[config.mk]
export PLATFORM = sky130hd
export DESIGN_NAME = pmc_misc_config_regs
export DESIGN_NICKNAME = d
export VERILOG_FILES = /design/src/verilog/pmc_pkg.sv /design/src/verilog/pmc_misc_config_regs.sv /design/src/verilog/pmc_addr_check.sv
export SDC_FILE = /design/constraint.sdc
export NUM_CORES = 1
export LEC_CHECK = 0
export ABC_CLOCK_PERIOD_IN_PS = 4700
export BUFFER_PORTS_ARGS = -buffer_cell sky130_fd_sc_hd__buf_2
export CAP_MARGIN = 10
export CORE_MARGIN = 10
export CORE_UTILIZATION = 50
export CTS_CLUSTER_SIZE = 28
export DETAILED_ROUTE_END_ITERATION = 10
export GPL_ROUTABILITY_DRIVEN = 0
export PLACE_DENSITY = 0.81
export SYNTH_ARGS = -nofsm -noshare
export SYNTH_HDL_FRONTEND = slang
export SYNTH_SLANG_ARGS = --single-unit
[constraint.sdc]
create_clock -name clock -period 4.7 [get_ports clock]
set_input_delay 0 -clock clock [delete_from_list [all_inputs] [get_ports clock]]
set_output_delay 0 -clock clock [all_outputs]
set_load 0.03 [all_outputs]
[src/verilog/pmc_pkg.sv]
/*
  Package for the converter configuration command block: command codes,
  field positions, encodings and reserved bus addresses.
  Assumes a PMBus protocol engine outside that decodes frames into
  command writes and reads.
*/
package pmc_pkg;

  // ****************************************************************
  // Command codes
  // ****************************************************************
  localparam logic [7:0] PMC_CMD_MISC     = 8'hed;
  localparam logic [7:0] PMC_CMD_OVERRIDE = 8'hee;
  localparam logic [7:0] PMC_CMD_ADDRESS  = 8'hef;

  // ****************************************************************
  // Option word fields
  // ****************************************************************
  localparam int PMC_MISC_PEC_REQ   = 15;
  localparam int PMC_MISC_RLD_SHDN  = 14;
  localparam int PMC_MISC_RLD_FLT   = 13;
  localparam int PMC_MISC_RST_MODE  = 12;
  localparam int PMC_MISC_PULLUP_N  = 3;
  localparam int PMC_MISC_FLT_POL   = 2;
  localparam int PMC_MISC_RES_HI    = 1;
  localparam int PMC_MISC_RES_LO    = 0;
  // Writable bits of the option word (reserved 11:4 read as written)
  localparam logic [15:0] PMC_MISC_MASK = 16'hffff;

  // ****************************************************************
  // Override word fields
  // ****************************************************************
  localparam int PMC_OVR_STACK = 12;
  localparam int PMC_OVR_SYNC  = 11;
  localparam int PMC_OVR_COMP  = 9;
  localparam int PMC_OVR_ADDR  = 8;
  localparam int PMC_OVR_ILV   = 5;
  localparam int PMC_OVR_TON   = 3;
  localparam int PMC_OVR_IOC   = 2;
  localparam int PMC_OVR_SWITCHING_RATE_SOURCE  = 1;
  localparam int PMC_OVR_OUTPUT_VOLTAGE_GROUP_SOURCE  = 0;
  localparam int PMC_OVR_GROUPS = 9;
  localparam logic [15:0] PMC_OVR_RSVD_MASK = 16'he000;

  // ****************************************************************
  // Address byte
  // ****************************************************************
  localparam int PMC_ADDR_W = 7;
  localparam int PMC_NUM_RSVD_ADDR = 4;
  localparam logic [6:0] PMC_RSVD_ADDR [PMC_NUM_RSVD_ADDR] =
    '{7'h0c, 7'h28, 7'h37, 7'h61};

  // ****************************************************************
  // Telemetry resolution encodings
  // ****************************************************************
  typedef enum logic [1:0] {
    PMC_RES_12 = 2'h0,
    PMC_RES_10 = 2'h1,
    PMC_RES_8  = 2'h2,
    PMC_RES_6  = 2'h3
  } pmc_res_e;
  localparam logic [4:0] PMC_BITS_12 = 5'h0c;
  localparam logic [4:0] PMC_BITS_10 = 5'h0a;
  localparam logic [4:0] PMC_BITS_8  = 5'h08;
  localparam logic [4:0] PMC_BITS_6  = 5'h06;

endpackage

[src/verilog/pmc_misc_config_regs.sv]
/*
  Configuration command registers of the converter: option word, pin-strap
  override word and bus address byte, plus the load sequence after power-on
  reset and on restore, and the control outputs driven by the option bits.
  Assumes an outside protocol engine presenting decoded commands (code, data,
  write/read strobes, PEC presence), a backup store that supplies the saved
  words, and pin-strap values sampled from pins (synchronised here).
*/
`timescale 1ns/1ps
`default_nettype none

module pmc_misc_config_regs #(
  parameter int OVR_GROUPS = pmc_pkg::PMC_OVR_GROUPS
) (
  // Clock, reset, enable
  input  wire logic                               clock,
  input  wire logic                               rst_n,
  input  wire logic                               clk_en,
  // Decoded command port from the protocol engine
  input  wire logic [7:0]                         cmd_code,
  input  wire logic [15:0]                        cmd_wdata,
  input  wire logic                               cmd_write,
  input  wire logic                               cmd_read,
  input  wire logic                               cmd_pec_present,
  output logic [15:0]                             cmd_rdata,
  output logic                                    cmd_accept,
  output logic                                    cmd_pec_error,
  output logic                                    cmd_invalid_data,
  // Backup store contents
  input  wire logic                               nvm_valid,
  input  wire logic [15:0]                        nvm_misc,
  input  wire logic [15:0]                        nvm_override,
  input  wire logic [pmc_pkg::PMC_ADDR_W-1:0]     nvm_address,
  input  wire logic                               restore_req,
  // Pin straps (asynchronous)
  input  wire logic [pmc_pkg::PMC_ADDR_W-1:0]     strap_address,
  // Converter events
  input  wire logic                               shutdown_event,
  input  wire logic                               fault_restart_event,
  input  wire logic                               retry_enabled,
  // Configuration outputs
  output logic [pmc_pkg::PMC_ADDR_W-1:0]          bus_address,
  output logic                                    load_done,
  output logic                                    reload_setpoint,
  output logic                                    reset_pin_mode,
  output logic                                    pin_pullup_en,
  output logic                                    fault_counter_policy,
  output logic [4:0]                              telemetry_bits,
  output logic [OVR_GROUPS-1:0]                   group_use_pin,
  output logic                                    group_load
);
  import pmc_pkg::*;

  // Elaboration check: group outputs map one to one onto override bits
  if (OVR_GROUPS != PMC_OVR_GROUPS) begin : g_bad_groups
    $error("OVR_GROUPS must match the override word layout");
  end

  // ****************************************************************
  // Load sequencer
  // ****************************************************************
  typedef enum logic [1:0] {
    PMC_ST_WAIT_NVM,
    PMC_ST_SUBST,
    PMC_ST_RUN,
    PMC_ST_RESTORE
  } pmc_state_e;

  pmc_state_e state;
  pmc_state_e next_state;

  logic [15:0]              misc_options_word;
  logic [15:0]              pin_strap_priority_word;
  logic [PMC_ADDR_W-1:0]    bus_address_byte;
  logic [PMC_ADDR_W-1:0]    strap_meta;
  logic [PMC_ADDR_W-1:0]    strap_sync;
  logic [PMC_ADDR_W-1:0]    strap_latched;
  logic                     addr_reserved;
  logic                     wr_ok;
  logic                     bad_data;

  // Two-stage synchroniser for strap pins
  always_ff @(posedge clock or negedge rst_n) begin
    if (!rst_n) begin
      strap_meta <= '0;
      strap_sync <= '0;
    end else if (clk_en) begin
      strap_meta <= strap_address;
      strap_sync <= strap_meta;
    end
  end

  always_comb begin
    next_state = state;
    case (state)
      PMC_ST_WAIT_NVM: if (nvm_valid) next_state = PMC_ST_SUBST;
      PMC_ST_SUBST:    next_state = PMC_ST_RUN;
      PMC_ST_RUN:      if (restore_req) next_state = PMC_ST_RESTORE;
      PMC_ST_RESTORE:  next_state = PMC_ST_SUBST;
      default:         next_state = PMC_ST_WAIT_NVM;
    endcase
  end

  always_ff @(posedge clock or negedge rst_n) begin
    if (!rst_n) begin
      state <= PMC_ST_WAIT_NVM;
    end else if (clk_en) begin
      state <= next_state;
    end
  end

  always_ff @(posedge clock or negedge rst_n) begin
    if (!rst_n) begin
      strap_latched <= '0;
    end else if (clk_en && state == PMC_ST_WAIT_NVM && nvm_valid) begin
      strap_latched <= strap_sync;
    end
  end

  assign load_done = (state == PMC_ST_RUN);

  // ****************************************************************
  // Command decode
  // ****************************************************************
  pmc_addr_check i_pmc_addr_check (
    .addr        (cmd_wdata[PMC_ADDR_W-1:0]),
    .is_reserved (addr_reserved)
  );

  assign cmd_pec_error = cmd_write && load_done && misc_options_word[PMC_MISC_PEC_REQ]
                         && !cmd_pec_present;

  always_comb begin
    bad_data = 1'b0;
    if (cmd_code == PMC_CMD_ADDRESS) begin
      bad_data = addr_reserved;
    end else if (cmd_code == PMC_CMD_OVERRIDE) begin
      bad_data = 1'b0;
    end
  end

  assign wr_ok = cmd_write && load_done && !cmd_pec_error && !bad_data;
  assign cmd_invalid_data = cmd_write && load_done && !cmd_pec_error && bad_data;
  assign cmd_accept = wr_ok;

  // ****************************************************************
  // Registers
  // ****************************************************************
  // Option word, live update
  always_ff @(posedge clock or negedge rst_n) begin
    if (!rst_n) begin
      misc_options_word <= '0;
    end else if (clk_en) begin
      if (state == PMC_ST_WAIT_NVM && nvm_valid) begin
        misc_options_word <= nvm_misc;
      end else if (wr_ok && cmd_code == PMC_CMD_MISC) begin
        misc_options_word <= cmd_wdata & PMC_MISC_MASK;
      end
    end
  end

  always_ff @(posedge clock or negedge rst_n) begin
    if (!rst_n) begin
      pin_strap_priority_word <= '0;
    end else if (clk_en) begin
      if (state == PMC_ST_WAIT_NVM && nvm_valid) begin
        pin_strap_priority_word <= nvm_override;
      end else if (wr_ok && cmd_code == PMC_CMD_OVERRIDE) begin
        pin_strap_priority_word <= cmd_wdata & ~PMC_OVR_RSVD_MASK;
      end
    end
  end

  always_ff @(posedge clock or negedge rst_n) begin
    if (!rst_n) begin
      bus_address_byte <= '0;
    end else if (clk_en) begin
      if (state == PMC_ST_WAIT_NVM && nvm_valid) begin
        bus_address_byte <= nvm_address;
      end else if (state == PMC_ST_RESTORE) begin
        bus_address_byte <= nvm_address;
      end else if (state == PMC_ST_SUBST && pin_strap_priority_word[PMC_OVR_ADDR]) begin
        bus_address_byte <= strap_latched;
      end else if (wr_ok && cmd_code == PMC_CMD_ADDRESS) begin
        bus_address_byte <= cmd_wdata[PMC_ADDR_W-1:0];
      end
    end
  end

  assign bus_address = bus_address_byte;

  // Read data
  always_ff @(posedge clock or negedge rst_n) begin
    if (!rst_n) begin
      cmd_rdata <= '0;
    end else if (clk_en && cmd_read) begin
      if (cmd_code == PMC_CMD_MISC) begin
        cmd_rdata <= misc_options_word;
      end else if (cmd_code == PMC_CMD_OVERRIDE) begin
        cmd_rdata <= pin_strap_priority_word;
      end else if (cmd_code == PMC_CMD_ADDRESS) begin
        cmd_rdata <= {9'h000, bus_address_byte};
      end else begin
        cmd_rdata <= '0;
      end
    end
  end

  // ****************************************************************
  // Group load selection
  // ****************************************************************
  // Load strobe at power-on and restore
  always_ff @(posedge clock or negedge rst_n) begin
    if (!rst_n) begin
      group_load    <= 1'b0;
      group_use_pin <= '0;
    end else if (clk_en) begin
      group_load <= (state == PMC_ST_SUBST);
      if (state == PMC_ST_SUBST) begin
        group_use_pin[0] <= pin_strap_priority_word[PMC_OVR_STACK];
        group_use_pin[1] <= pin_strap_priority_word[PMC_OVR_SYNC];
        group_use_pin[2] <= pin_strap_priority_word[PMC_OVR_COMP];
        group_use_pin[3] <= pin_strap_priority_word[PMC_OVR_ADDR];
        group_use_pin[4] <= pin_strap_priority_word[PMC_OVR_ILV];
        group_use_pin[5] <= pin_strap_priority_word[PMC_OVR_TON];
        group_use_pin[6] <= pin_strap_priority_word[PMC_OVR_IOC];
        group_use_pin[7] <= pin_strap_priority_word[PMC_OVR_SWITCHING_RATE_SOURCE];
        group_use_pin[8] <= pin_strap_priority_word[PMC_OVR_OUTPUT_VOLTAGE_GROUP_SOURCE];
      end
    end
  end

  // ****************************************************************
  // Option outputs
  // ****************************************************************
  // Setpoint reload pulse
  always_ff @(posedge clock or negedge rst_n) begin
    if (!rst_n) begin
      reload_setpoint <= 1'b0;
    end else if (clk_en) begin
      reload_setpoint <= (shutdown_event && misc_options_word[PMC_MISC_RLD_SHDN])
                      || (fault_restart_event && retry_enabled
                          && misc_options_word[PMC_MISC_RLD_FLT]);
    end
  end

  always_ff @(posedge clock or negedge rst_n) begin
    if (!rst_n) begin
      reset_pin_mode <= 1'b0;
      pin_pullup_en  <= 1'b0;
    end else if (clk_en) begin
      reset_pin_mode <= misc_options_word[PMC_MISC_RST_MODE];
      pin_pullup_en  <= misc_options_word[PMC_MISC_RST_MODE]
                        && !misc_options_word[PMC_MISC_PULLUP_N];
    end
  end

  always_ff @(posedge clock or negedge rst_n) begin
    if (!rst_n) begin
      fault_counter_policy <= 1'b0;
      telemetry_bits       <= PMC_BITS_12;
    end else if (clk_en) begin
      fault_counter_policy <= misc_options_word[PMC_MISC_FLT_POL];
      case (pmc_res_e'(misc_options_word[PMC_MISC_RES_HI:PMC_MISC_RES_LO]))
        PMC_RES_12: telemetry_bits <= PMC_BITS_12;
        PMC_RES_10: telemetry_bits <= PMC_BITS_10;
        PMC_RES_8:  telemetry_bits <= PMC_BITS_8;
        default:    telemetry_bits <= PMC_BITS_6;
      endcase
    end
  end

endmodule
`default_nettype wire

[src/verilog/pmc_addr_check.sv]
/*
  Checks a proposed bus address against the reserved SMBus addresses.
  Purely combinational; used by the command block on address writes.
*/
`timescale 1ns/1ps
`default_nettype none

module pmc_addr_check (
  // Address under test
  input  wire logic [pmc_pkg::PMC_ADDR_W-1:0] addr,
  // Result
  output logic                               is_reserved
);
  import pmc_pkg::*;

  logic [PMC_NUM_RSVD_ADDR-1:0] hit;

  genvar g;
  generate
    for (g = 0; g < PMC_NUM_RSVD_ADDR; g++) begin : g_cmp
      assign hit[g] = (addr == PMC_RSVD_ADDR[g]);
    end
  endgenerate

  assign is_reserved = |hit;

endmodule
`default_nettype wire

* Yosys cells after proc, flatten, opt, wreduce, memory -nomap -nowiden *
Cells that the tools add are included.
Widths: inputs -> output; s select.

cells by class
  reduce and logical (&&, ||, !) cells = 34
  muxes and demuxes = 16
  equality and inequality tests = 14

operator list
  cell                number
  $mux 16             6
  $mux 7              5
  $eq 8x8->1 const B  3
  $logic_and 1x1->1   18
  $eq 7x6->1 const B  2
  $pmux 4 s3          1
  $pmux 2 s4          1
  $reduce_and 2->1    4
  $eq 7x4->1 const B  1
  $eq 7x7->1 const B  1
  $eq 2x2->1 const B  3
  $eq 2x1->1 const B  2
  $logic_not 1->1     4
  $logic_not 2->1     2
  $mux 2              2
  $ne 2x2->1 const B  2
  $reduce_bool 2->1   2
  $reduce_bool 4->1   1
  $reduce_or 4->1     1
  $reduce_and 3->1    1
  $logic_or 1x1->1    1
  $mux 1              1

word-level totals
  word-level logic and storage cells = 79
  output and inout bits = 46
  bits in registers = 97
  bits of input ports = 81

* Depth between registers and ports, before layout *
Gate-level depths: netlist (run 1).

  depth in word-level cells = 12
  mapped depth = 8
  mapped depth without buffers = 7

* Hierarchy *
From an unflattened synthesis (run 1), not the netlist that was laid out.

unflattened totals
  cell total of the unflattened synthesis = 373
  area total of the unflattened synthesis = 4406.7 um^2

modules (own cells, without submodules)
  module                cells an instance  area each (um^2)  times used
  pmc_misc_config_regs  364                4340.4            1
  pmc_addr_check        9                  66.3              1

* Worst setup path before layout (run 1) *
OpenSTA, ideal clock, no wires.

  path kind = reg-to-reg
  start = register state[0]
  end = register bus_address_byte[0], in the netlist bus_address[0]
  data arrival time = 1927 ps
  cell stages (with the launch flop) = 7
  required time = 4572 ps
  buffers on the path = 0
  setup slack = 2646 ps
  setup time = 128 ps
  clock period less this slack = 2054 ps
  cell sequence = dfrtp_1 -> inv_1 -> ha_1 -> and4_1 -> nand4_1 -> o21ai_4 -> mux2_1

on the way
  word-level cells in the longest chain between the ends = 10
  elaborated cells on any way between the ends = 18

RTL lines
  item                              RTL line                                                  text
  start, declared                   pmc_misc_config_regs.sv:69                                pmc_state_e state;
  start signal, assigned            pmc_misc_config_regs.sv:108                               state <= next_state;
  $eq 2x2->1 *                      pmc_misc_config_regs.sv:120                               assign load_done = (state == PMC_ST_RUN);
  named net load_done               pmc_misc_config_regs.sv:43                                output logic load_done,
  $logic_and 1x1->1 *               pmc_misc_config_regs.sv:130, pmc_misc_config_regs.sv:142
  $logic_and 1x1->1                 pmc_misc_config_regs.sv:130                               assign cmd_pec_error = cmd_write && load_done && misc_options_word[PMC_MISC_PEC_REQ]
  $logic_and 1x1->1                 pmc_misc_config_regs.sv:131                               && !cmd_pec_present;
  $logic_not 1->1                   pmc_misc_config_regs.sv:142                               assign wr_ok = cmd_write && load_done && !cmd_pec_error && !bad_data;
  $logic_and 1x1->1 * (2 in a row)  pmc_misc_config_regs.sv:142
  $logic_and 1x1->1 *               pmc_misc_config_regs.sv:184                               end else if (wr_ok && cmd_code == PMC_CMD_ADDRESS) begin
  $reduce_bool 4->1 (no line) *     n/a
  $reduce_and 2->1 (no line) *      n/a
  end signal, assigned              pmc_misc_config_regs.sv:181                               bus_address_byte <= nvm_address;
  end signal, assigned              pmc_misc_config_regs.sv:183                               bus_address_byte <= strap_latched;
  end signal, assigned              pmc_misc_config_regs.sv:185                               bus_address_byte <= cmd_wdata[PMC_ADDR_W-1:0];
  end, declared                     pmc_misc_config_regs.sv:74                                logic [PMC_ADDR_W-1:0] bus_address_byte;

The timed path passes the listed nets; every way through them passes the cells marked *.
A chain may end at the register's enable or synchronous reset.

* Worst setup path after layout (run 1) *
  start = register state[0]
  end = register misc_options_word[15]

on the way
  word-level cells in the longest chain between the ends = 10
  elaborated cells on any way between the ends = 13

RTL lines
  item                            RTL line                                                  text
  $eq 2x2->1                      pmc_misc_config_regs.sv:120
  $logic_and 1x1->1               pmc_misc_config_regs.sv:130, pmc_misc_config_regs.sv:142
  $logic_and 1x1->1               pmc_misc_config_regs.sv:130
  $logic_and 1x1->1               pmc_misc_config_regs.sv:131
  $logic_not 1->1                 pmc_misc_config_regs.sv:142
  $logic_and 1x1->1 (2 in a row)  pmc_misc_config_regs.sv:142
  $logic_and 1x1->1               pmc_misc_config_regs.sv:156                               end else if (wr_ok && cmd_code == PMC_CMD_MISC) begin
  $reduce_bool 2->1 (no line)     n/a
  $reduce_and 2->1 (no line)      n/a
  end signal, assigned            pmc_misc_config_regs.sv:155                               misc_options_word <= nvm_misc;
  end signal, assigned            pmc_misc_config_regs.sv:157                               misc_options_word <= cmd_wdata & PMC_MISC_MASK;
  end, declared                   pmc_misc_config_regs.sv:72                                logic [15:0] misc_options_word;

Parallel ways exist; a longest one is shown, timed or not.

==> results of run 1 <==
==> flip-flops by register name (all words and copies together), names as in the netlist <==
register                 flops
misc_options_word           16
group_load                   1
strap_meta                   7
pin_strap_priority_word     16
state                        2
group_use_pin                9
fault_counter_policy         1
strap_sync                   7
cmd_rdata                   16
telemetry_bits               3
strap_latched                7
bus_address                  7
reload_setpoint              1
reset_pin_mode               1
pin_pullup_en                1
==> metal layers <==
layer	wire length (µm)	share of wire, %	track usage, %	vias to the layer above
li1	-	-	-	1748
met1	5210	40	24.0	1817
met2	6610	50	33.0	156
met3	1040	7.9	5.45	23
met4	267	2.0	7.94	0
met5	0	0	0	-
==> power by group through the flow <==
stage / clock network, mW / registers, mW / logic (mW)
floorplan: 0 / 1.47 / 0.609
global placement: 0 / 1.32 / 1.05
detailed placement: 0 / 1.34 / 1.10
CTS: 0.612 / 1.33 / 1.16
global route: 0.638 / 1.37 / 1.28
finish: 0.605 / 1.33 / 1.17
==> final cells by class <==
class                      count  area, µm²
inverter                       8       30.0
antenna                        2       5.00
fill                         633       2930
multi-input combinational    283       1900
clock buffer                  11        141
timing repair buffer         170       1080
clock inverter                 5       81.3
sequential                    95       2380
tap                          108        135
==> synthesized netlist by cell type (8+ instances only) <==
library cell	n
a21oi_1	56
a22oi_1	16
and2_1	14
buf_2	9
dfrtp_1	93
inv_1	8
mux2_1	14
mux2_2	34
mux2i_1	8
nand2_1	40
nor2_1	35
o21ai_0	25
==> worst max-delay path: stages, from the launching register on <==
cell and delay, ns:
dfrtp_1 0.44, inv_1 0.11, ha_1 0.22, and2_1 0.90, nand2_1 0.13, a31oi_1 0.22, dlygate4sd3_1 0.57
==> cell families after synthesis <==
logic type,Yosys count,share of synthesized area [%]
AO/OA/AOI/OAI,114,15.1
adder cells (fa/ha/maj),7,1.97
buffers and inverters,31,3.64
flip-flops,95,53.7
multiplexers,56,14.0
other,1,0.0845
AND/OR/NAND/NOR,104,11.6
==> path summary, 6_finish.rpt <==
path / start / end / slack [ns] / cells past startpoint
setup reg to reg: state[0]$_DFFE_PN0P_ / misc_options_word[15]$_DFFE_PN0P_ / 2.04 / 6
setup / recovery: state[0]$_DFFE_PN0P_ / misc_options_word[15]$_DFFE_PN0P_ / 2.04 / 6
max in group asynchronous: rst_n / pin_strap_priority_word[7]$_DFFE_PN0P_ / 3.49 / 3
hold / removal: nvm_address[6] / bus_address[6]$_DFFE_PN0P_ / 0.04 / 4
hold reg to reg: cmd_rdata[13]$_DFFE_PN0P_ / cmd_rdata[13]$_DFFE_PN0P_ / 0.48 / 2
min in group asynchronous: rst_n / strap_sync[4]$_DFFE_PN0P_ / 0.16 / 2
==> key figures, run 1 <==
Status
  – Status: complete, no violations

Timing
  – Min cycle time layout: 2.66 ns
  – Hold Worst Slack: 0.0407 ns
  – Fmax: 376 MHz
  – Final Max Tran Viols: 0
  – Unrepaired setup endpoints after global routing: no
  – Clock Skews: 0.00956 ns
  – Setup TNS Final: 0 ns
  – Slew margin rel.: 25.0%
  – Final worst slack: 2.04 ns
  – Final Cycle Share: 56.5%
  – Hold Fails Final Rpt: 0
  – Worst-Margin Slew: 1.12 ns
  – Final Setup Violations: 0

Clock tree
  – Worst-path clk slew: 0.09 ns
  – CTS max path bufs: 2
  – Hold Buf Count CTS: 45
  – Clock tree sinks: 95
  – Clock root buffer: clkbuf_8
  – Clock Latency Late Sink: 0.37 ns
  – Postcts setup bufs: 0
  – CTS tree: done
  – Resized cells post-CTS: 0
  – Total CTS buffers: 9
  – H-Tree Depth: 3

Routing
  – Drc violations: 0
  – Drt first pass iters: 5
  – DR iter-0 viols: 297
  – Via count: 3744
  – Drt total wl: 13.1 mm
  – Avg WL per Cell: 19.3 µm
  – Final ANT Viol Nets: 0
  – Vias per std cell: 5.49

Global route
  – Initial antenna violation count: 2
  – Pin count of the biggest net entering global routing: 51
  – Global-route wire length before repair: 20.8 mm
  – Vias in the first global route: 3923
  – GRT Total Usage: 19.9%
  – Grt total ovfl: 0

Place
  – Pre-CTS setup slack: 2.37 ns
  – IO buf count: 124
  – DP Cell Count: 619
  – HPWL after DPL: 8.97 mm
  – Placed instance area: 5070 µm²

Floorplanning
  – Site row count: 34
  – Core footprint: 8680 µm²
  – Starting Density: 51.1%
  – I/O pins: 127
  – Die X: 114 µm
  – Full die area: 13000 µm²
  – Die H: 114 µm

Setup path
  – Critical Path Source Type: flop
  – Crit path required time: 5.00 ns
  – Arrival time at the worst endpoint: 2.96 ns
  – Max FO, Critical Path: 29
  – Crit end category: flop
  – Setup CP Type: reg -> reg

Cells and area
  – Area Overhead vs Synth: 29.7%
  – Most common cell after layout, fill and taps aside: buf_2
  – Final instance area: 5750 µm²
  – Layout Nets: 655
  – Share of post-route cells with drive strength above 1: 31.8%
  – Number of cells in the finished layout apart from fillers: 682
  – Final core occ: 66.3%
  – Most frequent cells in the layout: 123 x buf_2, 93 x dfrtp_1, 56 x a21oi_1

Power
  – Sequential fraction of design power: 42.9%
  – Clock share of power: 19.5%
  – Cell Pwr Density: 540 nW/µm²
  – Total power draw: 3.11 mW
  – Pint: 1.90 mW
  – Sw Pwr: 1.20 mW
  – Static leakage: 2.76 nW
  – Net switching fraction of the power: 38.7%
  – Gate power share: 37.6%
  – VDD IR-drop max: 0.254 mV

Flow run
  – Max_cap viols: 0

Yosys
  – Synth Instances: 408
  – Seq/Total Area, Yosys: 53.7%
  – Post-synth EDFFs: 0
  – Leading post-synthesis cells by cell area: dfrtp_1 52%, mux2_2 8.6%, a21oi_1 6.3%, mux2_1 3.6%, nand2_1 3.4%
  – Post-synth top area share: 52.5%
  – Top_reg_cell synth: dfrtp_1
  – Yosys warnings: 0
  – Avg Inst Size Synth: 10.9 µm²
  – Largest area contributor in the netlist: dfrtp_1
  – Asr flop ratio synth: 100%
  – Yosys reg bits: 95
  – Syn Std Cell Area: 4440 µm²
  – Number of distinct library cells after synthesis: 41

Worst hold path
  – Worst hold-check path type: in -> reg
Note: power is estimated with default switching activity, not from simulation.
==> run 2: changes to the inputs <==
--- a/config.mk
+++ b/config.mk
@@ -5,11 +5,12 @@
 export SDC_FILE = /design/constraint.sdc
 export NUM_CORES = 1
 export LEC_CHECK = 0
-export ABC_CLOCK_PERIOD_IN_PS = 4700
+export ABC_AREA = 1
+export ABC_CLOCK_PERIOD_IN_PS = 2400
 export BUFFER_PORTS_ARGS = -buffer_cell sky130_fd_sc_hd__buf_2
 export CAP_MARGIN = 10
 export CORE_MARGIN = 10
-export CORE_UTILIZATION = 50
+export CORE_UTILIZATION = 48
 export CTS_CLUSTER_SIZE = 28
 export DETAILED_ROUTE_END_ITERATION = 10
 export GPL_ROUTABILITY_DRIVEN = 0
==> constraint.sdc (replaced) <==
create_clock -name clock -period 2.4 [get_ports clock]
set_input_delay 0 -clock clock [delete_from_list [all_inputs] [get_ports clock]]
set_output_delay 0 -clock clock [all_outputs]
set_load 0.03 [all_outputs]
==> key figures, run 2 <==
Place
  – Pre-CTS setup slack: 0.319 ns (-2.05 ns)
  – HPWL after DPL: 10.4 mm (+16%)
  – IO buf count: 124 (unchanged)
  – Placed instance area: 5370 µm² (+5.8%)

Global route
  – Initial antenna violation count: 3 (+1)
  – Global-route wire length before repair: 24.1 mm (+16%)
  – Vias in the first global route: 4792 (+22%)
  – Grt total ovfl: 0 (unchanged)
  – GRT Total Usage: 20.9% (+1.0 points)
  – Pin count of the biggest net entering global routing: 80 (+57%)

Yosys
  – Syn Std Cell Area: 4650 µm² (+4.9%)
  – Post-synth EDFFs: 0 (unchanged)
  – Most frequent cells after synthesis: 240 x nand2_1, 93 x dfrtp_1, 56 x nand3_1, 32 x nor2_1, 25 x inv_1
  – Synth Instances: 579 (+42%)
  – Yosys reg bits: 95 (unchanged)
  – Seq/Total Area, Yosys: 51.1% (-2.5 points)
  – Top_reg_cell synth: dfrtp_1
  – Leading post-synthesis cells by cell area: dfrtp_1 50%, nand2_1 19%, nand3_1 6.0%, o21ai_0 2.6%, nor2_1 2.6%
  – Asr flop ratio synth: 100% (unchanged)
  – Number of distinct library cells after synthesis: 31 (-24%)
  – Yosys warnings: 0 (unchanged)
  – Avg Inst Size Synth: 8.04 µm² (-26%)
  – Largest area contributor in the netlist: dfrtp_1
  – Post-synth top area share: 50.0% (-2.5 points)
  – Most frequent cell after synthesis: nand2_1

Setup path
  – Arrival time at the worst endpoint: 2.61 ns (-0.35 ns)
  – Crit path required time: 2.73 ns (-2.27 ns)
  – FF-to-FF Start: state[0]$_DFFE_PN0P_
  – Max FO, Critical Path: 32 (+10%)
  – Reg2reg setup slack: 0.11 ns (-1.93 ns)
  – R2R cell count: 10 (+4)
  – Setup CP Type: reg -> reg
  – Critical Path Start: state[0]$_DFFE_PN0P_
  – Critical Path Source Type: flop
  – Crit end category: flop

Power
  – Pint: 3.37 mW (+77%)
  – Cell Pwr Density: 979 nW/µm² (+81%)
  – Net switching fraction of the power: 43.5% (+4.8 points)
  – Gate power share: 38.7% (+1.1 points)
  – Sw Pwr: 2.60 mW (+120%)
  – Sequential fraction of design power: 43.5% (+0.6 points)
  – VDD IR-drop max: 0.538 mV (+110%)
  – Clock share of power: 17.8% (-1.7 points)
  – Static leakage: 3.19 nW (+15%)

Timing
  – Setup TNS Final: 0 ns (unchanged)
  – Min cycle time layout: 2.29 ns (-0.369 ns)
  – Slew margin rel.: 35.4% (+10 points)
  – Final Max Tran Viols: 0 (unchanged)
  – Fmax: 437 MHz (+16%)
  – Hold Fails Final Rpt: 0 (unchanged)
  – Worst-Margin Slew: 0.969 ns (-0.155 ns)
  – Clock Skews: 0.0121 ns (+0.00259 ns)
  – Final Setup Violations: 0 (unchanged)
  – Final Cycle Share: 95.3% (+39 points)
  – Final worst slack: 0.112 ns (-1.93 ns)

Cells and area
  – Area of the multi-input gates: 2030 µm² (+7.1%)
  – Register area: 2380 µm² (unchanged)
  – Top flop regs: cmd_rdata: 16 flops, misc_options_word: 16 flops, pin_strap_priority_word: 16 flops
  – Most common cell after layout, fill and taps aside: nand2_1
  – Most frequent cells in the layout: 240 x nand2_1, 123 x buf_2, 93 x dfrtp_1
  – Layout Nets: 835 (+27%)
  – Final instance area: 6100 µm² (+6.0%)
  – # fillers: 739 (+17%)
  – Area Overhead vs Synth: 31.0%
  – Share of post-route cells with drive strength above 1: 24.6% (-7.2 points)

Clock tree
  – Clock root buffer: clkbuf_8
  – Clock Latency Late Sink: 0.38 ns (about the same)
  – Total CTS buffers: 9 (unchanged)
  – Worst-path clk slew: 0.11 ns (+0.02 ns)
  – CTS max path bufs: 2 (unchanged)
  – Clock tree sinks: 95 (unchanged)
  – CTS tree: done
  – H-Tree Depth: 3 (unchanged)

Routing
  – Drt first pass iters: 6 (+1)
  – Vias per std cell: 5.29 (-3.6%)
  – Avg WL per Cell: 16.9 µm (-12%)
  – DR iter-0 viols: 410 (+38%)
  – Drt total wl: 14.9 mm (+14%)
  – Via count: 4680 (+25%)
  – Final ANT Viol Nets: 0 (unchanged)
  – Drc violations: 0 (unchanged)

Floorplanning
  – Site row count: 35 (+2.9%)
  – Die X: 118 µm (+3.7%)
  – I/O pins: 127 (unchanged)
  – Full die area: 14000 µm² (+7.6%)
  – Starting Density: 49.9% (-1.2 points)
  – Die H: 118 µm (+3.7%)
  – Core footprint: 9330 µm² (+7.5%)

Worst hold path
  – Hold path start: nvm_address[4]
  – WHS Path Cells: 5 (+1)
  – Worst hold-check path type: in -> reg

Status
  – Status: complete, no violations

Flow run
  – Max_cap viols: 0 (unchanged)
## run 2: cell count changes after synthesis, moves of 15 or more
| cell | before | now |
|---|---|---|
| inv_1 | 8 | 25 |
| nand2_2 | 0 | 15 |
| nand2_1 | 40 | 240 |
| nand3_1 | 2 | 56 |
| a22oi_1 | 16 | 0 |
| mux2_2 | 34 | 6 |
| a21oi_1 | 56 | 8 |
## run 2: through the flow
stage               util (%)  cells  power, mW  hold WS (ns)
finish                  65.4    884       5.97        0.0225
global route            65.3    883       6.32        0.0553
CTS                     65.1    881       5.89       0.00708
detailed placement      57.5    814       4.73         0.209
global placement        57.5    814       4.63         0.198
floorplan                  -    580       3.99        -0.296
## run 2: worst max-delay path, stage by stage (launching register included)
cell	delay [ns]
dfrtp_1	0.45
inv_1	0.12
ha_1	0.23
nand2_4	0.16
inv_2	0.15
buf_8	0.22
nand2_1	0.09
nand2_1	0.07
dlygate4sd3_1	0.56
nand3_1	0.09
nand2_1	0.10
## run 2: final cells by class
cell class,instances,area share [%]
clock inverter,7,1.21
tap,129,2.65
inverter,29,1.79
sequential,95,39.0
antenna,3,0.123
multi-input combinational,428,33.3
timing repair buffer,184,19.8
clock buffer,9,2.03
## run 2: cell families (layout without fill, tap and decap cells)
logic type | Yosys count | in the layout | synth area share (%)
simple gates | 357 | 357 | 32.9
flops | 95 | 95 | 51.1
buf+inv | 57 | 229 | 5.38
compound gates | 56 | 56 | 7.15
fa+ha+maj | 7 | 7 | 1.88
mux | 6 | 6 | 1.45
other cells | 1 | 5 | 0.0806
## run 2: routing by layer
layer / wire length [µm] / track usage (%) / vias up
met4: 583 / 9.47 / 2
li1: - / - / 2200
met1: 5620 / 24.3 / 2157
met3: 1510 / 6.90 / 62
met5: 7 / 0 / -
met2: 7200 / 34.3 / 259
## run 2: power by group through the flow
stage          sequential (mW)  combinational [mW]  clock, mW
5_1_grt                   2.66                2.55       1.12
3_5_place_dp              2.60                2.13          0
6_report                  2.60                2.31       1.06
3_3_place_gp              2.58                2.05          0
2_1_floorplan             2.89                1.10          0
4_1_cts                   2.57                2.26       1.06
## run 2: final timing paths
kind / endpoint
max: pin_strap_priority_word[10]$_DFFE_PN0P_
max reg2reg: pin_strap_priority_word[10]$_DFFE_PN0P_
min in group asynchronous: cmd_rdata[9]$_DFFE_PN0P_
min reg2reg: telemetry_bits[3]$_DFFE_PN1P_
max in group asynchronous: cmd_rdata[3]$_DFFE_PN0P_
min: bus_address[4]$_DFFE_PN0P_
## run 2: what timing repair did
action                                  in CTS  in global routing
resized for setup                            0                  3
hold endpoints to repair                   111                  0
buffers inserted                             0                  0
hold buffers                                51                  0
endpoints found under the setup margin       0                 12
==> run 3: changes to the inputs <==
--- a/config.mk
+++ b/config.mk
@@ -5,16 +5,15 @@
 export SDC_FILE = /design/constraint.sdc
 export NUM_CORES = 1
 export LEC_CHECK = 0
-export ABC_AREA = 1
 export ABC_CLOCK_PERIOD_IN_PS = 2400
 export BUFFER_PORTS_ARGS = -buffer_cell sky130_fd_sc_hd__buf_2
 export CAP_MARGIN = 10
 export CORE_MARGIN = 10
-export CORE_UTILIZATION = 48
+export CORE_UTILIZATION = 47
 export CTS_CLUSTER_SIZE = 28
 export DETAILED_ROUTE_END_ITERATION = 10
 export GPL_ROUTABILITY_DRIVEN = 0
-export PLACE_DENSITY = 0.81
+export PLACE_DENSITY = 0.8
 export SYNTH_ARGS = -nofsm -noshare
 export SYNTH_HDL_FRONTEND = slang
 export SYNTH_SLANG_ARGS = --single-unit
==> key figures, run 3 (synthesis gave the netlist of run 1 again) <==
Status
  – Status: complete, no violations

Floorplanning
  – Full die area: 13700 µm² (-2.2%)
  – Core footprint: 9200 µm² (-1.4%)
  – Site row count: 35 (unchanged)
  – Starting Density: 48.2% (-1.7 points)
  – Die H: 117 µm (-1.1%)
  – Die X: 117 µm (-1.1%)
  – I/O pins: 127 (unchanged)

Routing
  – Drt total wl: 13.5 mm (-9.8%)
  – Final ANT Viol Nets: 0 (unchanged)
  – Vias per std cell: 5.48 (+3.5%)
  – Drt first pass iters: 5 (-1)
  – Drc violations: 0 (unchanged)
  – Avg WL per Cell: 19.4 µm (+15%)
  – DR iter-0 viols: 387 (-5.6%)
  – Via count: 3807 (-19%)

Power
  – Sequential fraction of design power: 41.9% (-1.6 points)
  – VDD IR-drop max: 0.462 mV (-14%)
  – Gate power share: 37.1% (-1.6 points)
  – Cell Pwr Density: 1060 nW/µm² (+8.1%)
  – Clock share of power: 21.0% (+3.2 points)
  – Pint: 3.86 mW (+15%)
  – Net switching fraction of the power: 37.6% (-5.9 points)
  – Sw Pwr: 2.33 mW (-10%)
  – Static leakage: 2.83 nW (-11%)

Setup path
  – Reg-to-Reg End: misc_options_word[13]$_DFFE_PN0P_
  – Crit path required time: 2.70 ns (-0.03 ns)
  – Setup CP Type: reg -> reg
  – Max FO, Critical Path: 16 (-50%)
  – Reg2reg setup slack: 0.15 ns (+0.03 ns)
  – CP bufs+invs: 2 (-2)
  – Worst-path cell chain: inv_1 > ha_1 > and4_1 > a21o_4 > nor2_1 > a31oi_1 > dlygate4sd3_1
  – Critical Path Source Type: flop
  – FF-to-FF Start: state[0]$_DFFE_PN0P_
  – Crit end category: flop
  – Delay of the slowest cell on the worst path: 0.57 ns (about the same)
  – Worst path top cell family by delay: buffers and inverters
  – R2R cell count: 7 (-3)
  – Arrival time at the worst endpoint: 2.56 ns (-0.05 ns)
  – Slowest cell on the critical path: dlygate4sd3_1

Global route
  – Initial antenna violation count: 0 (-3)
  – GRT Total Usage: 19.4% (-1.5 points)
  – Grt total ovfl: 0 (unchanged)
  – Vias in the first global route: 3935 (-18%)
  – Global-route wire length before repair: 20.7 mm (-14%)
  – Pin count of the biggest net entering global routing: 74 (-7.5%)

Worst hold path
  – Worst hold-check path type: in -> reg
  – WHS Path Cells: 4 (-1)
  – Hold path start: nvm_address[2]
  – Hold worst-path end: bus_address[2]$_DFFE_PN0P_

Cells and area
  – Layout Nets: 665 (-20%)
  – Area Overhead vs Synth: 32.1%
  – Most common cell after layout, fill and taps aside: buf_2
  – # fillers: 725 (-1.9%)
  – Top flop regs: cmd_rdata: 16 flops, misc_options_word: 16 flops, pin_strap_priority_word: 16 flops
  – Most frequent cells in the layout: 123 x buf_2, 93 x dfrtp_1, 56 x a21oi_1
  – Share of post-route cells with drive strength above 1: 33.0% (+8.4 points)

Clock tree
  – Clock root buffer: clkbuf_8
  – Clock tree sinks: 95 (unchanged)
  – Worst-path clk slew: 0.09 ns (-0.02 ns)
  – H-Tree Depth: 3 (unchanged)
  – Postcts setup bufs: 0 (unchanged)
  – CTS max path bufs: 2 (unchanged)
  – Clock Latency Late Sink: 0.36 ns (-0.02 ns)
  – CTS tree: done
  – Total CTS buffers: 9 (unchanged)

Timing
  – Worst-Margin Slew: 0.921 ns (-0.0480 ns)
  – Hold Fails Final Rpt: 0 (unchanged)
  – Final Max Tran Viols: 0 (unchanged)
  – Hold Worst Slack: 0.0172 ns (-0.00529 ns)
  – Fmax: 444 MHz (+1.5%)
  – Unrepaired setup endpoints after global routing: no
  – Setup TNS Final: 0 ns (unchanged)
  – Clock Skews: 0.0136 ns (+0.00142 ns)
  – Final Cycle Share: 93.9% (-1.4 points)
  – Min cycle time layout: 2.25 ns (-0.0333 ns)
  – Slew margin rel.: 38.6% (+3.2 points)
  – Final Setup Violations: 0 (unchanged)

Place
  – HPWL after DPL: 9.42 mm (-9.4%)
  – IO buf count: 124 (unchanged)

Flow run
  – Max_cap viols: 0 (unchanged)
[run 3: changes by cell type in the layout (fill, tap and decap cells not counted), sizes merged, moves of 16 or more]
| cell | delta |
|---|---|
| a22oi | +16 |
| nand2 | -216 |
| nand3 | -56 |
| mux2 | +42 |
| inv | -23 |
| a21oi | +49 |
[run 3: stage by stage]
stage | power (mW) | std cells | setup slack, ns | util (%) | area, µm²
global placement | 4.68 | 630 | 0.501 | 55.9 | 5140
detailed placement | 4.81 | 630 | 0.424 | 55.9 | 5140
global route | 6.58 | 693 | 0.00956 | 63.6 | 5850
CTS | 6.20 | 692 | 0.130 | 63.5 | 5840
finish | 6.19 | 695 | 0.145 | 63.7 | 5860
floorplan | 4.08 | 409 | 0.346 | - | 4440
[run 3: how the worst max path moves through the flow]
stage / to / slack [ns] / from / cells past startpoint
3_3_place_gp: bus_address[2]$_DFFE_PN0P_ / 0.50 / state[0]$_DFFE_PN0P_ / 6
5_1_grt: misc_options_word[14]$_DFFE_PN0P_ / 0.01 / state[0]$_DFFE_PN0P_ / 7
2_1_floorplan: bus_address[0]$_DFFE_PN0P_ / 0.35 / state[0]$_DFFE_PN0P_ / 6
6_report: misc_options_word[13]$_DFFE_PN0P_ / 0.15 / state[0]$_DFFE_PN0P_ / 7
4_1_cts: misc_options_word[15]$_DFFE_PN0P_ / 0.13 / state[0]$_DFFE_PN0P_ / 7
3_5_place_dp: bus_address[1]$_DFFE_PN0P_ / 0.42 / state[0]$_DFFE_PN0P_ / 6
[run 3: timing repair]
item / CTS / global route
gates resized for setup: 0 / 1
hold buffers: 46 / 0
hold endpoints to repair: 110 / 0
endpoints found under the setup margin: 0 / 3
[run 3: layout make-up]
cell class | count | area [µm²] | share of cell area, %
sequential | 95 | 2380 | 40.6
antenna | 2 | 5.00 | 0.0854
inverter | 8 | 30.0 | 0.513
clock inverter | 5 | 104 | 1.77
timing repair buffer | 179 | 1150 | 19.6
multi-input combinational | 284 | 1910 | 32.6
clock buffer | 11 | 141 | 2.41
tap | 111 | 139 | 2.37
[run 3: per-layer routing]
metal  vias up  GRT usage (%)  routed length [µm]
met5         -              0                   0
met4         0           6.10                 240
met3        23           5.76                1220
met2       160           33.2                6790
met1      1849           22.9                5210
li1       1775              -                   -
[run 3: worst register-to-register path, stage by stage, from the launching register on]
cell and delay, ns:
dfrtp_1 0.44, inv_1 0.10, ha_1 0.23, and4_1 0.35, a21o_4 0.30, nor2_1 0.07, a31oi_1 0.15, dlygate4sd3_1 0.57
[run 3: power by group through the flow]
stage | Combinational (mW) | Sequential (mW) | Clock (mW)
2_1_floorplan | 1.19 | 2.88 | 0
3_3_place_gp | 2.10 | 2.58 | 0
3_5_place_dp | 2.18 | 2.63 | 0
4_1_cts | 2.30 | 2.59 | 1.31
5_1_grt | 2.54 | 2.67 | 1.36
6_report | 2.30 | 2.60 | 1.30
